===== src/logic/rtc_pkg.sv =====
package rtc_pkg;

    // ==========================================================
    // Crystal prescaler
    localparam int CRYSTAL_HZ = 32768;
    localparam int TICK_HZ = 1;
    localparam int PRESCALE_W = 15;
    localparam logic [PRESCALE_W-1:0] PRESCALE_MAX = PRESCALE_W'(CRYSTAL_HZ / TICK_HZ - 1);

    // ==========================================================
    // Counter widths and limits
    localparam int SEC_W = 6;
    localparam int MIN_W = 6;
    localparam int HOUR_W = 5;
    localparam int DAY_W = 15;
    localparam logic [SEC_W-1:0] SEC_MAX = 6'h3B;
    localparam logic [MIN_W-1:0] MIN_MAX = 6'h3B;
    localparam logic [HOUR_W-1:0] HOUR_MAX = 5'h17;
    localparam logic [DAY_W-1:0] DAY_MAX = 15'h7FFF;

    // ==========================================================
    // Time word layout
    localparam int SEC_LSB = 0;
    localparam int MIN_LSB = 6;
    localparam int HOUR_LSB = 12;
    localparam int DAY_LSB = 17;

    // ==========================================================
    // Register byte offsets
    localparam int ADDR_W = 5;
    localparam logic [ADDR_W-1:0] OFS_TIME = 5'h00;
    localparam logic [ADDR_W-1:0] OFS_ALARM_DAILY = 5'h04;
    localparam logic [ADDR_W-1:0] OFS_ALARM_DATE = 5'h08;
    localparam logic [ADDR_W-1:0] OFS_STOPWATCH = 5'h0C;
    localparam logic [ADDR_W-1:0] OFS_IRQ_ENABLE = 5'h10;
    localparam logic [ADDR_W-1:0] OFS_STATUS = 5'h14;

    // ==========================================================
    // Event bit positions in enable and status
    localparam int NUM_EV = 7;
    localparam int EV_SEC = 0;
    localparam int EV_MIN = 1;
    localparam int EV_HOUR = 2;
    localparam int EV_DAY = 3;
    localparam int EV_ALARM_DAILY = 4;
    localparam int EV_ALARM_DATE = 5;
    localparam int EV_STOPWATCH = 6;
    localparam int STAT_SW_RUN = 8;

    // ==========================================================
    // Reset values
    localparam logic [31:0] RST_TIME = 32'h0000_0000;
    localparam logic [31:0] RST_ALARM = 32'h0000_0000;
    localparam logic [31:0] RST_STOPWATCH = 32'h0000_0000;
    localparam logic [NUM_EV-1:0] RST_IEN = 7'h00;
    localparam logic [NUM_EV-1:0] RST_STAT = 7'h00;

endpackage


===== src/logic/rtc_calendar_core.sv =====
// Chosen here: the address map and the Avalon-MM register port.
`timescale 1ns/1ps
`default_nettype none

module rtc_calendar_core import rtc_pkg::*; (
    input wire logic clk_sys,
    input wire logic reset,
    input wire logic slow_crystal_in,
    output logic slow_crystal_drive,
    input wire logic [ADDR_W-1:0] avs_address,
    input wire logic avs_read,
    input wire logic avs_write,
    input wire logic [31:0] avs_writedata,
    input wire logic [3:0] avs_byteenable,
    output logic [31:0] avs_readdata,
    output logic avs_waitrequest,
    output logic irq
);

    // ==========================================================
    // Second tick
    logic secTick;

    rtc_prescaler u_prescaler (
        .clk_sys(clk_sys),
        .reset(reset),
        .slow_crystal_in(slow_crystal_in),
        .slow_crystal_drive(slow_crystal_drive),
        .secTick(secTick)
    );

    // ==========================================================
    // State
    logic [SEC_W-1:0] sec_r, secNxt;
    logic [MIN_W-1:0] min_r, minNxt;
    logic [HOUR_W-1:0] hour_r, hourNxt;
    logic [DAY_W-1:0] day_r, dayNxt;
    logic [31:0] alDaily_r, alDailyNxt;
    logic [31:0] alDate_r, alDateNxt;
    logic [31:0] swCnt_r, swCntNxt;
    logic swRun_r, swRunNxt;
    logic [NUM_EV-1:0] ien_r, ienNxt;
    logic [NUM_EV-1:0] stat_r, statNxt;
    logic chk_r, chkNxt;
    logic ack_r, ackNxt;
    logic [31:0] rdata_r, rdataNxt;
    logic irq_r, irqNxt;

    // ==========================================================
    // Combinational helpers
    logic req, wrEn;
    logic [31:0] bmask, timeWord, timeNew;
    logic secWrap, minWrap, hourWrap, dayWrap;
    logic [NUM_EV-1:0] ev, clr;

    // Byte lanes expanded to a bit mask
    for (genvar b = 0; b < 4; b++) begin : g_mask
        assign bmask[8*b +: 8] = {8{avs_byteenable[b]}};
    end

    always_comb begin
        req = avs_read | avs_write;
        // One wait state: request taken at first edge, answered at second
        ackNxt = req & ~ack_r;
        wrEn = avs_write & ack_r;
        timeWord = {day_r, hour_r, min_r, sec_r};
        timeNew = (timeWord & ~bmask) | (avs_writedata & bmask);

        secWrap = secTick && (sec_r == SEC_MAX);
        minWrap = secWrap && (min_r == MIN_MAX);
        hourWrap = minWrap && (hour_r == HOUR_MAX);
        dayWrap = hourWrap && (day_r == DAY_MAX);

        secNxt = sec_r;
        minNxt = min_r;
        hourNxt = hour_r;
        dayNxt = day_r;
        // Free running on the crystal tick, nothing else stops it
        if (secTick) begin
            secNxt = secWrap ? '0 : sec_r + 1'b1;
        end
        if (secWrap) begin
            minNxt = minWrap ? '0 : min_r + 1'b1;
        end
        if (minWrap) begin
            hourNxt = hourWrap ? '0 : hour_r + 1'b1;
        end
        if (hourWrap) begin
            dayNxt = day_r + 1'b1;
        end

        alDailyNxt = alDaily_r;
        alDateNxt = alDate_r;
        ienNxt = ien_r;
        swCntNxt = swCnt_r;
        swRunNxt = swRun_r;
        ev = '0;
        clr = '0;

        if (swRun_r && secTick) begin
            if (swCnt_r == '0) begin
                swRunNxt = 1'b0;
                ev[EV_STOPWATCH] = 1'b1;
            end else begin
                swCntNxt = swCnt_r - 1'b1;
            end
        end

        // Software write beats a same-cycle tick, except a status clear, which loses to the set
        if (wrEn) begin
            if (avs_address == OFS_TIME) begin
                secNxt = timeNew[SEC_LSB +: SEC_W];
                minNxt = timeNew[MIN_LSB +: MIN_W];
                hourNxt = timeNew[HOUR_LSB +: HOUR_W];
                dayNxt = timeNew[DAY_LSB +: DAY_W];
            end else if (avs_address == OFS_ALARM_DAILY) begin
                alDailyNxt = (alDaily_r & ~bmask) | (avs_writedata & bmask);
            end else if (avs_address == OFS_ALARM_DATE) begin
                alDateNxt = (alDate_r & ~bmask) | (avs_writedata & bmask);
            end else if (avs_address == OFS_STOPWATCH) begin
                swCntNxt = (swCnt_r & ~bmask) | (avs_writedata & bmask);
                swRunNxt = 1'b1;
            end else if (avs_address == OFS_IRQ_ENABLE) begin
                if (avs_byteenable[0]) begin
                    ienNxt = avs_writedata[NUM_EV-1:0];
                end
            end else if (avs_address == OFS_STATUS) begin
                if (avs_byteenable[0]) begin
                    clr = avs_writedata[NUM_EV-1:0];
                end
            end
        end

        // Alarms compare the time one cycle after each tick
        chkNxt = secTick;
        ev[EV_SEC] = secTick;
        ev[EV_MIN] = secWrap;
        ev[EV_HOUR] = minWrap;
        ev[EV_DAY] = hourWrap;
        ev[EV_ALARM_DAILY] = chk_r && (timeWord[DAY_LSB-1:0] == alDaily_r[DAY_LSB-1:0]);
        ev[EV_ALARM_DATE] = chk_r && (timeWord == alDate_r);

        // Set wins over a clear in the same cycle
        statNxt = (stat_r & ~clr) | ev;
        irqNxt = |(statNxt & ienNxt);

        rdataNxt = rdata_r;
        if (avs_read && !ack_r) begin
            if (avs_address == OFS_TIME) begin
                rdataNxt = timeWord;
            end else if (avs_address == OFS_ALARM_DAILY) begin
                rdataNxt = alDaily_r;
            end else if (avs_address == OFS_ALARM_DATE) begin
                rdataNxt = alDate_r;
            end else if (avs_address == OFS_STOPWATCH) begin
                rdataNxt = swCnt_r;
            end else if (avs_address == OFS_IRQ_ENABLE) begin
                rdataNxt = {25'h000_0000, ien_r};
            end else if (avs_address == OFS_STATUS) begin
                rdataNxt = {23'h00_0000, swRun_r, 1'b0, stat_r};
            end else begin
                rdataNxt = 32'h0000_0000;
            end
        end
    end

    always_ff @(posedge clk_sys or posedge reset) begin
        if (reset) begin
            sec_r <= RST_TIME[SEC_LSB +: SEC_W];
            min_r <= RST_TIME[MIN_LSB +: MIN_W];
            hour_r <= RST_TIME[HOUR_LSB +: HOUR_W];
            day_r <= RST_TIME[DAY_LSB +: DAY_W];
            alDaily_r <= RST_ALARM;
            alDate_r <= RST_ALARM;
            swCnt_r <= RST_STOPWATCH;
            swRun_r <= 1'b0;
            ien_r <= RST_IEN;
            stat_r <= RST_STAT;
            chk_r <= 1'b0;
            ack_r <= 1'b0;
            rdata_r <= 32'h0000_0000;
            irq_r <= 1'b0;
        end else begin
            sec_r <= secNxt;
            min_r <= minNxt;
            hour_r <= hourNxt;
            day_r <= dayNxt;
            alDaily_r <= alDailyNxt;
            alDate_r <= alDateNxt;
            swCnt_r <= swCntNxt;
            swRun_r <= swRunNxt;
            ien_r <= ienNxt;
            stat_r <= statNxt;
            chk_r <= chkNxt;
            ack_r <= ackNxt;
            rdata_r <= rdataNxt;
            irq_r <= irqNxt;
        end
    end

    assign avs_waitrequest = req & ~ack_r;
    assign avs_readdata = rdata_r;
    assign irq = irq_r;

    // ==========================================================
    // Checks
    a_sec_range: assert property (@(posedge clk_sys) disable iff (reset)
        sec_r <= SEC_MAX && min_r <= MIN_MAX && hour_r <= HOUR_MAX)
        else $error("Time counter out of range");

    a_min_carry: assert property (@(posedge clk_sys) disable iff (reset)
        (secTick && sec_r == SEC_MAX && min_r != MIN_MAX && !wrEn)
        |=> sec_r == '0 && min_r == $past(min_r) + 1'b1)
        else $error("Minute did not advance on seconds wrap");

    a_sec_step: assert property (@(posedge clk_sys) disable iff (reset)
        (secTick && sec_r != SEC_MAX && !wrEn) |=> sec_r == $past(sec_r) + 1'b1)
        else $error("Seconds did not advance on tick");

    a_day_event: assert property (@(posedge clk_sys) disable iff (reset)
        (secTick && sec_r == SEC_MAX && min_r == MIN_MAX && hour_r == HOUR_MAX)
        |=> stat_r[EV_DAY] && stat_r[EV_HOUR] && stat_r[EV_MIN])
        else $error("Day rollover flags not set");

    a_alarm_date: assert property (@(posedge clk_sys) disable iff (reset)
        (chk_r && timeWord == alDate_r) |=> stat_r[EV_ALARM_DATE])
        else $error("Date alarm missed");

    a_alarm_daily: assert property (@(posedge clk_sys) disable iff (reset)
        (chk_r && timeWord[DAY_LSB-1:0] == alDaily_r[DAY_LSB-1:0] && ien_r[EV_ALARM_DAILY]
        && !wrEn) |=> irq)
        else $error("Daily alarm interrupt missing");

    a_sw_decrement: assert property (@(posedge clk_sys) disable iff (reset)
        (swRun_r && secTick && swCnt_r != '0 && !wrEn) |=> swCnt_r == $past(swCnt_r) - 1'b1)
        else $error("Stopwatch did not decrement");

    a_sw_underflow: assert property (@(posedge clk_sys) disable iff (reset)
        (swRun_r && secTick && swCnt_r == '0 && !wrEn) |=> !swRun_r && stat_r[EV_STOPWATCH])
        else $error("Stopwatch underflow not flagged");

    a_flag_sticky: assert property (@(posedge clk_sys) disable iff (reset)
        (stat_r[EV_SEC] && !(wrEn && avs_address == OFS_STATUS)) |=> stat_r[EV_SEC])
        else $error("Status flag lost without clear");

    a_irq_or: assert property (@(posedge clk_sys) disable iff (reset)
        irq == |(stat_r & ien_r))
        else $error("Interrupt output not OR of enabled flags");

    // ==========================================================
    // Bus and register checks
    // Exactly one wait state, so a master never waits on a stale answer
    a_bus_one_wait: assert property (@(posedge clk_sys) disable iff (reset)
        avs_waitrequest |=> !avs_waitrequest)
        else $error("Waitrequest held for more than one cycle");

    a_status_read: assert property (@(posedge clk_sys) disable iff (reset)
        (avs_read && !ack_r && avs_address == OFS_STATUS)
        |=> avs_readdata[STAT_SW_RUN] == $past(swRun_r) && avs_readdata[31:STAT_SW_RUN+1] == '0
        && avs_readdata[STAT_SW_RUN-1:NUM_EV] == '0)
        else $error("Status read shows wrong run bit or reserved bits");

    a_flag_clear: assert property (@(posedge clk_sys) disable iff (reset)
        (wrEn && avs_address == OFS_STATUS && avs_byteenable[0] && avs_writedata[EV_SEC]
        && !secTick) |=> !stat_r[EV_SEC])
        else $error("Write of one did not clear seconds flag");

    a_time_load: assert property (@(posedge clk_sys) disable iff (reset)
        (wrEn && avs_address == OFS_TIME && avs_byteenable == 4'hF)
        |=> timeWord == $past(avs_writedata))
        else $error("Time write did not load counters");

    // ==========================================================
    // Counter and event checks
    a_hour_carry: assert property (@(posedge clk_sys) disable iff (reset)
        (minWrap && !hourWrap && !wrEn) |=> hour_r == $past(hour_r) + 1'b1)
        else $error("Hour did not advance on minutes wrap");

    a_day_carry: assert property (@(posedge clk_sys) disable iff (reset)
        (hourWrap && !wrEn) |=> day_r == $past(day_r) + 1'b1)
        else $error("Day did not advance on hours wrap");

    a_sec_event: assert property (@(posedge clk_sys) disable iff (reset)
        secTick |=> stat_r[EV_SEC])
        else $error("Seconds flag not set on tick");

    a_min_event: assert property (@(posedge clk_sys) disable iff (reset)
        secWrap |=> stat_r[EV_MIN])
        else $error("Minutes flag not set on seconds wrap");

    a_daily_flag: assert property (@(posedge clk_sys) disable iff (reset)
        (chk_r && timeWord[DAY_LSB-1:0] == alDaily_r[DAY_LSB-1:0])
        |=> stat_r[EV_ALARM_DAILY])
        else $error("Daily alarm flag missed");

    // Alarms must only fire from the post-tick compare, never from a register write
    a_alarm_after_check: assert property (@(posedge clk_sys) disable iff (reset)
        ($rose(stat_r[EV_ALARM_DATE]) || $rose(stat_r[EV_ALARM_DAILY])) |-> $past(chk_r))
        else $error("Alarm flag raised outside a compare cycle");

    // ==========================================================
    // Stopwatch checks
    a_sw_load: assert property (@(posedge clk_sys) disable iff (reset)
        (wrEn && avs_address == OFS_STOPWATCH && avs_byteenable == 4'hF)
        |=> swRun_r && swCnt_r == $past(avs_writedata))
        else $error("Stopwatch write did not load and start");

    a_sw_idle: assert property (@(posedge clk_sys) disable iff (reset)
        (!swRun_r && !(wrEn && avs_address == OFS_STOPWATCH))
        |=> swCnt_r == $past(swCnt_r))
        else $error("Stopped stopwatch changed its count");

endmodule

`default_nettype wire


===== src/logic/rtc_prescaler.sv =====
`timescale 1ns/1ps
`default_nettype none

module rtc_prescaler import rtc_pkg::*; (
    input wire logic clk_sys,
    input wire logic reset,
    input wire logic slow_crystal_in,
    output logic slow_crystal_drive,
    output logic secTick
);

    // ==========================================================
    // Synchroniser and divider state
    logic sync1_r, sync2_r, prev_r, drive_r, tick_r;
    logic prevNxt, driveNxt, tickNxt;
    logic [PRESCALE_W-1:0] cnt_r, cntNxt;
    logic rise;

    // Crystal edges are counted in the system domain; needs clk_sys well above 65 kHz
    always_comb begin
        rise = sync2_r & ~prev_r;
        prevNxt = sync2_r;
        driveNxt = ~sync2_r;
        cntNxt = cnt_r + PRESCALE_W'(rise);
        tickNxt = rise && (cnt_r == PRESCALE_MAX);
    end

    always_ff @(posedge clk_sys or posedge reset) begin
        if (reset) begin
            sync1_r <= 1'b0;
            sync2_r <= 1'b0;
            prev_r <= 1'b0;
            drive_r <= 1'b0;
            cnt_r <= '0;
            tick_r <= 1'b0;
        end else begin
            sync1_r <= slow_crystal_in;
            sync2_r <= sync1_r;
            prev_r <= prevNxt;
            drive_r <= driveNxt;
            cnt_r <= cntNxt;
            tick_r <= tickNxt;
        end
    end

    assign slow_crystal_drive = drive_r;
    assign secTick = tick_r;

    // ==========================================================
    // Checks
    a_tick_wraps: assert property (@(posedge clk_sys) disable iff (reset)
        secTick |-> cnt_r == '0 && $past(cnt_r) == PRESCALE_MAX)
        else $error("Second tick without full prescaler wrap");

endmodule

`default_nettype wire


===== config.mk =====
export PLATFORM = sky130hd
export DESIGN_NAME = rtc_calendar_core
export DESIGN_NICKNAME = d
export VERILOG_FILES = /design/src/logic/rtc_pkg.sv /design/src/logic/rtc_calendar_core.sv /design/src/logic/rtc_prescaler.sv
export SDC_FILE = /design/constraint.sdc
export NUM_CORES = 1
export LEC_CHECK = 0
export BUFFER_PORTS_ARGS = -buffer_cell sky130_fd_sc_hd__buf_2
export CAP_MARGIN = 40
export CORE_MARGIN = 5
export CORE_UTILIZATION = 30
export DETAILED_ROUTE_END_ITERATION = 10
export PLACE_DENSITY = 0.5
export SYNTH_ARGS = -nofsm -noshare
export SYNTH_HDL_FRONTEND = slang
export SYNTH_HIERARCHICAL = 1
export SYNTH_SLANG_ARGS = --single-unit
export TNS_END_PERCENT = 20

===== constraint.sdc =====
create_clock -name clk_sys -period 5.1 [get_ports clk_sys]
set_input_delay 0.255 -clock clk_sys [delete_from_list [all_inputs] [get_ports clk_sys]]
set_output_delay 0.255 -clock clk_sys [all_outputs]
set_load 0.01 [all_outputs]

Word level (Yosys, flattened, before mapping)

Cells that the tools add are included.

Register bits: 198
Bits of input ports: 46
Output and inout bits: 35
Word-level logic and storage cells: 126

$add $sub $neg: 6
Eq/ne operators: 11
Muxes and demuxes: 52
Bitwise operators: 23
Reduce and logical (&&, ||, !) cells: 14

Operators with widths:

| operator              | number |
|---|---|
| $mux 32               | 11 |
| $and 32x32->32        | 5 |
| $or 32x32->32         | 4 |
| $mux 7                | 15 |
| $mux 6                | 8 |
| $mux 15               | 3 |
| $eq 32x32->1          | 1 |
| $logic_not 32->1      | 1 |
| $not 32->32           | 1 |
| $sub 32x1->32 const B | 1 |
| $mux 5                | 4 |
| $mux 9                | 2 |
| $eq 17x17->1          | 1 |
| $add 15x1->15         | 1 |
| $add 15x1->15 const B | 1 |
| $eq 15x15->1 const B  | 1 |
| $eq 5x5->1 const B    | 3 |
| $and 7x7->7           | 2 |
| $add 6x1->6 const B   | 2 |
| $eq 6x6->1 const B    | 2 |
| $eq 5x4->1 const B    | 2 |
| $mux 1                | 9 |
| $logic_and 1x1->1     | 8 |
| $not 7->7             | 1 |
| other kinds (11)      | 17 |

Depth between registers and ports, before layout

Word-level depth: 13
Gate-level depth with buffers: 9
Depth with buffers taken out: 8

Hierarchy

The synthesis kept the hierarchy.

By module, submodules not included:

| module            | times used | cells each | area an instance (µm²) | sequential area each (µm²) |
|---|---|---|---|---|
| rtc_calendar_core | 1          | 1012       | 10023.4                | 4454.3 |
| rtc_prescaler     | 1          | 64         | 862.1                  | 500.5 |

Worst setup path before layout

No wires, ideal clock.

Path kind: flip-flop to flip-flop
Start: register with a tool-made name
End: register with a tool-made name
Setup time: 0.138 ns
Arrival time: 2.455 ns
Required time: 4.962 ns
Slack: 2.507 ns
Stages on the path, launching flop included: 9
Buffers on the path: 2
Clock period less this slack: 2.593 ns
Cells stage by stage: dfrtp_1 -> buf_2 -> or4_4 -> or4_1 -> buf_2 -> o31ai_4 -> nor2_2 -> a211oi_1 -> a311oi_1

==> results.toml <==
[status]
status = "finished, final reports clean"

[route]
first_pass_iters = 6
drc_errors = 0
viasPerCell = 5.65
routedWlPerCell_um = 23.5
ant_nets = 0
drt-initial-drc-count = 898
wirelength_um = 37500
vias = 9038

[pwr]
ir_worst_vdd_v = 0.000243
power.leakage_nw = 5.34
pwr_density_cell_mw_per_mm2 = 309

[floorplanning]
die_w_um = 200
core_mm2 = 0.0357
dieArea_mm2 = 0.0402
die_y_um = 200
num_rows = 69
io_pins = 81
start_util_pct = 30.5

[layout]
nFillCells = 3621
final_cells = 1599
drive_gt1_share_pct = 20.1
seqCellArea_mm2 = 0.00495
fin_nets = 1179
diodes = 0
multi_input_area_mm2 = 0.00559
area_growth_syn_to_layout_pct = 13.3

[timing]
max_slew_margin_pct = 30.7
period_minus_slack_ns = 3.18
hold_viol = 0
tightest_slew_ns = 1.03
skew_ns = 0.0173
timing.fmax_mhz = 314
period_share_pct = 62.5
setup_viol = 0
slew_viol_final = 0
rsz0062_at_grt = "no"
finalSetupTns_ns = 0

[synth]
ys_seq_area_share_pct = 45.5
async_reset_ff_share_pct = 100
yosysTopAreaCell = "dfrtp_1"
syn_area_mm2 = 0.0109
synth_seq_cells = 198
synth_top_area_share_pct = 45.5
synth_cell_types = 80
syn_nets = 1130
yosysMostFrequentCell = "dfrtp_1"
yosysWarningCount = 6
synth_area_leaders = "dfrtp_1 (46%), mux2_2 (6.8%), nand2_1 (3.2%)"
synthCells = 1076
ys.flop_type = "dfrtp_1"
synthTopCellsByCount = "dfrtp_1 (198), nand2_1 (94), nor2_1 (74)"
syn_avg_cell_area_um2 = 10.1
synth_edf_count = 0

[critical_path]
critPathKind = "input pin to flop"
cp_max_fo = 23
critPathArrivalTime_ns = 3.55
start_kind = "input pin"
critical_path_required_ns = 5.46
crit_path_end_kind = "flop"

[clock_tree]
post_cts_buffers = 0
h-tree-depth = 4
cts_buffer_depth = 2
clk_pin_slew_ns = 0.08
cts_buffers = 17
clockRootBuffer = "clkbuf_16"
cts_tree = "yes"
clock-sinks = 198
clk_latency_ns = 0.46

[run]
max-cap-violations = 0

[place]
placed_cells = 1565
place_congestion = 0.899
dp_hpwl_um = 27400
port_buffers = 80

[worst_hold_path]
hold_class = "input pin to flop"

[global_route]
grt_pass1_wl_um = 58100
antenna_found_initial = 1
grt_pass1_vias = 8877
grt_overflow_total = 0
grt_start_max_net_pins = 82
grt_usage_pct = 18.6
==> layout by cell type (no fill, tap or decap), drive strengths merged, types with 21 or more instances in the layout <==
master	count
nand4	25
nor3	27
nor4	21
o21ai	71
xor2	21
nand2	94
buf	93
nand3	28
nor2	75
inv	34
a21oi	50
xnor2	36
mux2i	23
mux2	66
dfrtp	198
==> through the flow <==
stage	worst slack (ns)	util [%]	hold WS, ns	area (µm²)	total power, mW
global route	1.68	34.6	0.0892	12300	4.00
global placement	1.60	32.8	0.335	11700	2.50
detailed placement	1.52	33.0	0.323	11800	2.50
finish	1.92	34.6	0.0972	12300	3.82
CTS	2.01	34.6	0.0747	12300	3.86
floorplan	0.0147	-	0.219	10900	2.25
==> worst max-delay path, stage by stage <==
cell,delay (ns)
buf_2,0.47
buf_4,0.49
or2_2,0.44
or3_1,0.80
nand4_1,0.48
nor2b_1,0.27
nor3_1,0.07
a211oi_1,0.20
==> per-layer routing <==
layer | routed length (µm) | GRT usage, %
met1 | 17700 | 27.1
met2 | 17200 | 28.8
met5 | 13 | 0
met3 | 1850 | 2.99
met4 | 724 | 5.04
==> area by class of cell <==
class / instances / share of cell area [%]
clock inverters: 15 / 1.15
clock buffers: 17 / 3.45
multi-input cells: 785 / 45.3
flip-flops and latches: 198 / 40.2
inverters: 28 / 0.913
well taps: 461 / 4.68
repair buffers: 95 / 4.34
==> cells by family (layout without fill, tap and decap cells) <==
family / Yosys count / in the layout / share of synthesized area (%)
AND/OR/NAND/NOR: 357 / 357 / 17.6
AO/OA/AOI/OAI: 260 / 260 / 16.3
flip-flops: 198 / 198 / 45.5
multiplexers: 103 / 103 / 11.8
buffers and inverters: 93 / 155 / 3.25
XOR/XNOR: 57 / 57 / 4.59
adder cells (fa/ha/maj): 8 / 8 / 0.920
==> worst paths after layout <==
path | from | to | slack, ns | cells after the start
hold / removal | avs_read | ack_r$_DFF_PP0_ | 0.1 | 3
setup reg to reg | flop | flop | 2.10 | 8
max in group asynchronous | reset | swRun_r$_DFF_PP0_ | 3.29 | 5
hold reg to reg | u_prescaler/sync1_r$_DFF_PP0_ | u_prescaler/prevNxt$_DFF_PP0_ | 0.35 | 0
min in group asynchronous | reset | ien_r[6]$_DFF_PP0_ | 0.36 | 3
setup / recovery | avs_address[2] | flop | 1.92 | 8
==> timing repair <==
action                                  4_1_cts  5_1_grt
gates resized for setup                       0        0
endpoints found under the setup margin        0        0
hold buffers                                  2        0
endpoints found under the hold margin        63        0
==> where the power goes <==
group | internal [mW] | total, mW | switching [mW]
clock network | 0.647 | 1.34 | 0.693
registers | 1.72 | 1.94 | 0.223
logic | 0.240 | 0.539 | 0.299
total | 2.60 | 3.82 | 1.22
Note: power is estimated with default switching activity, not from simulation.
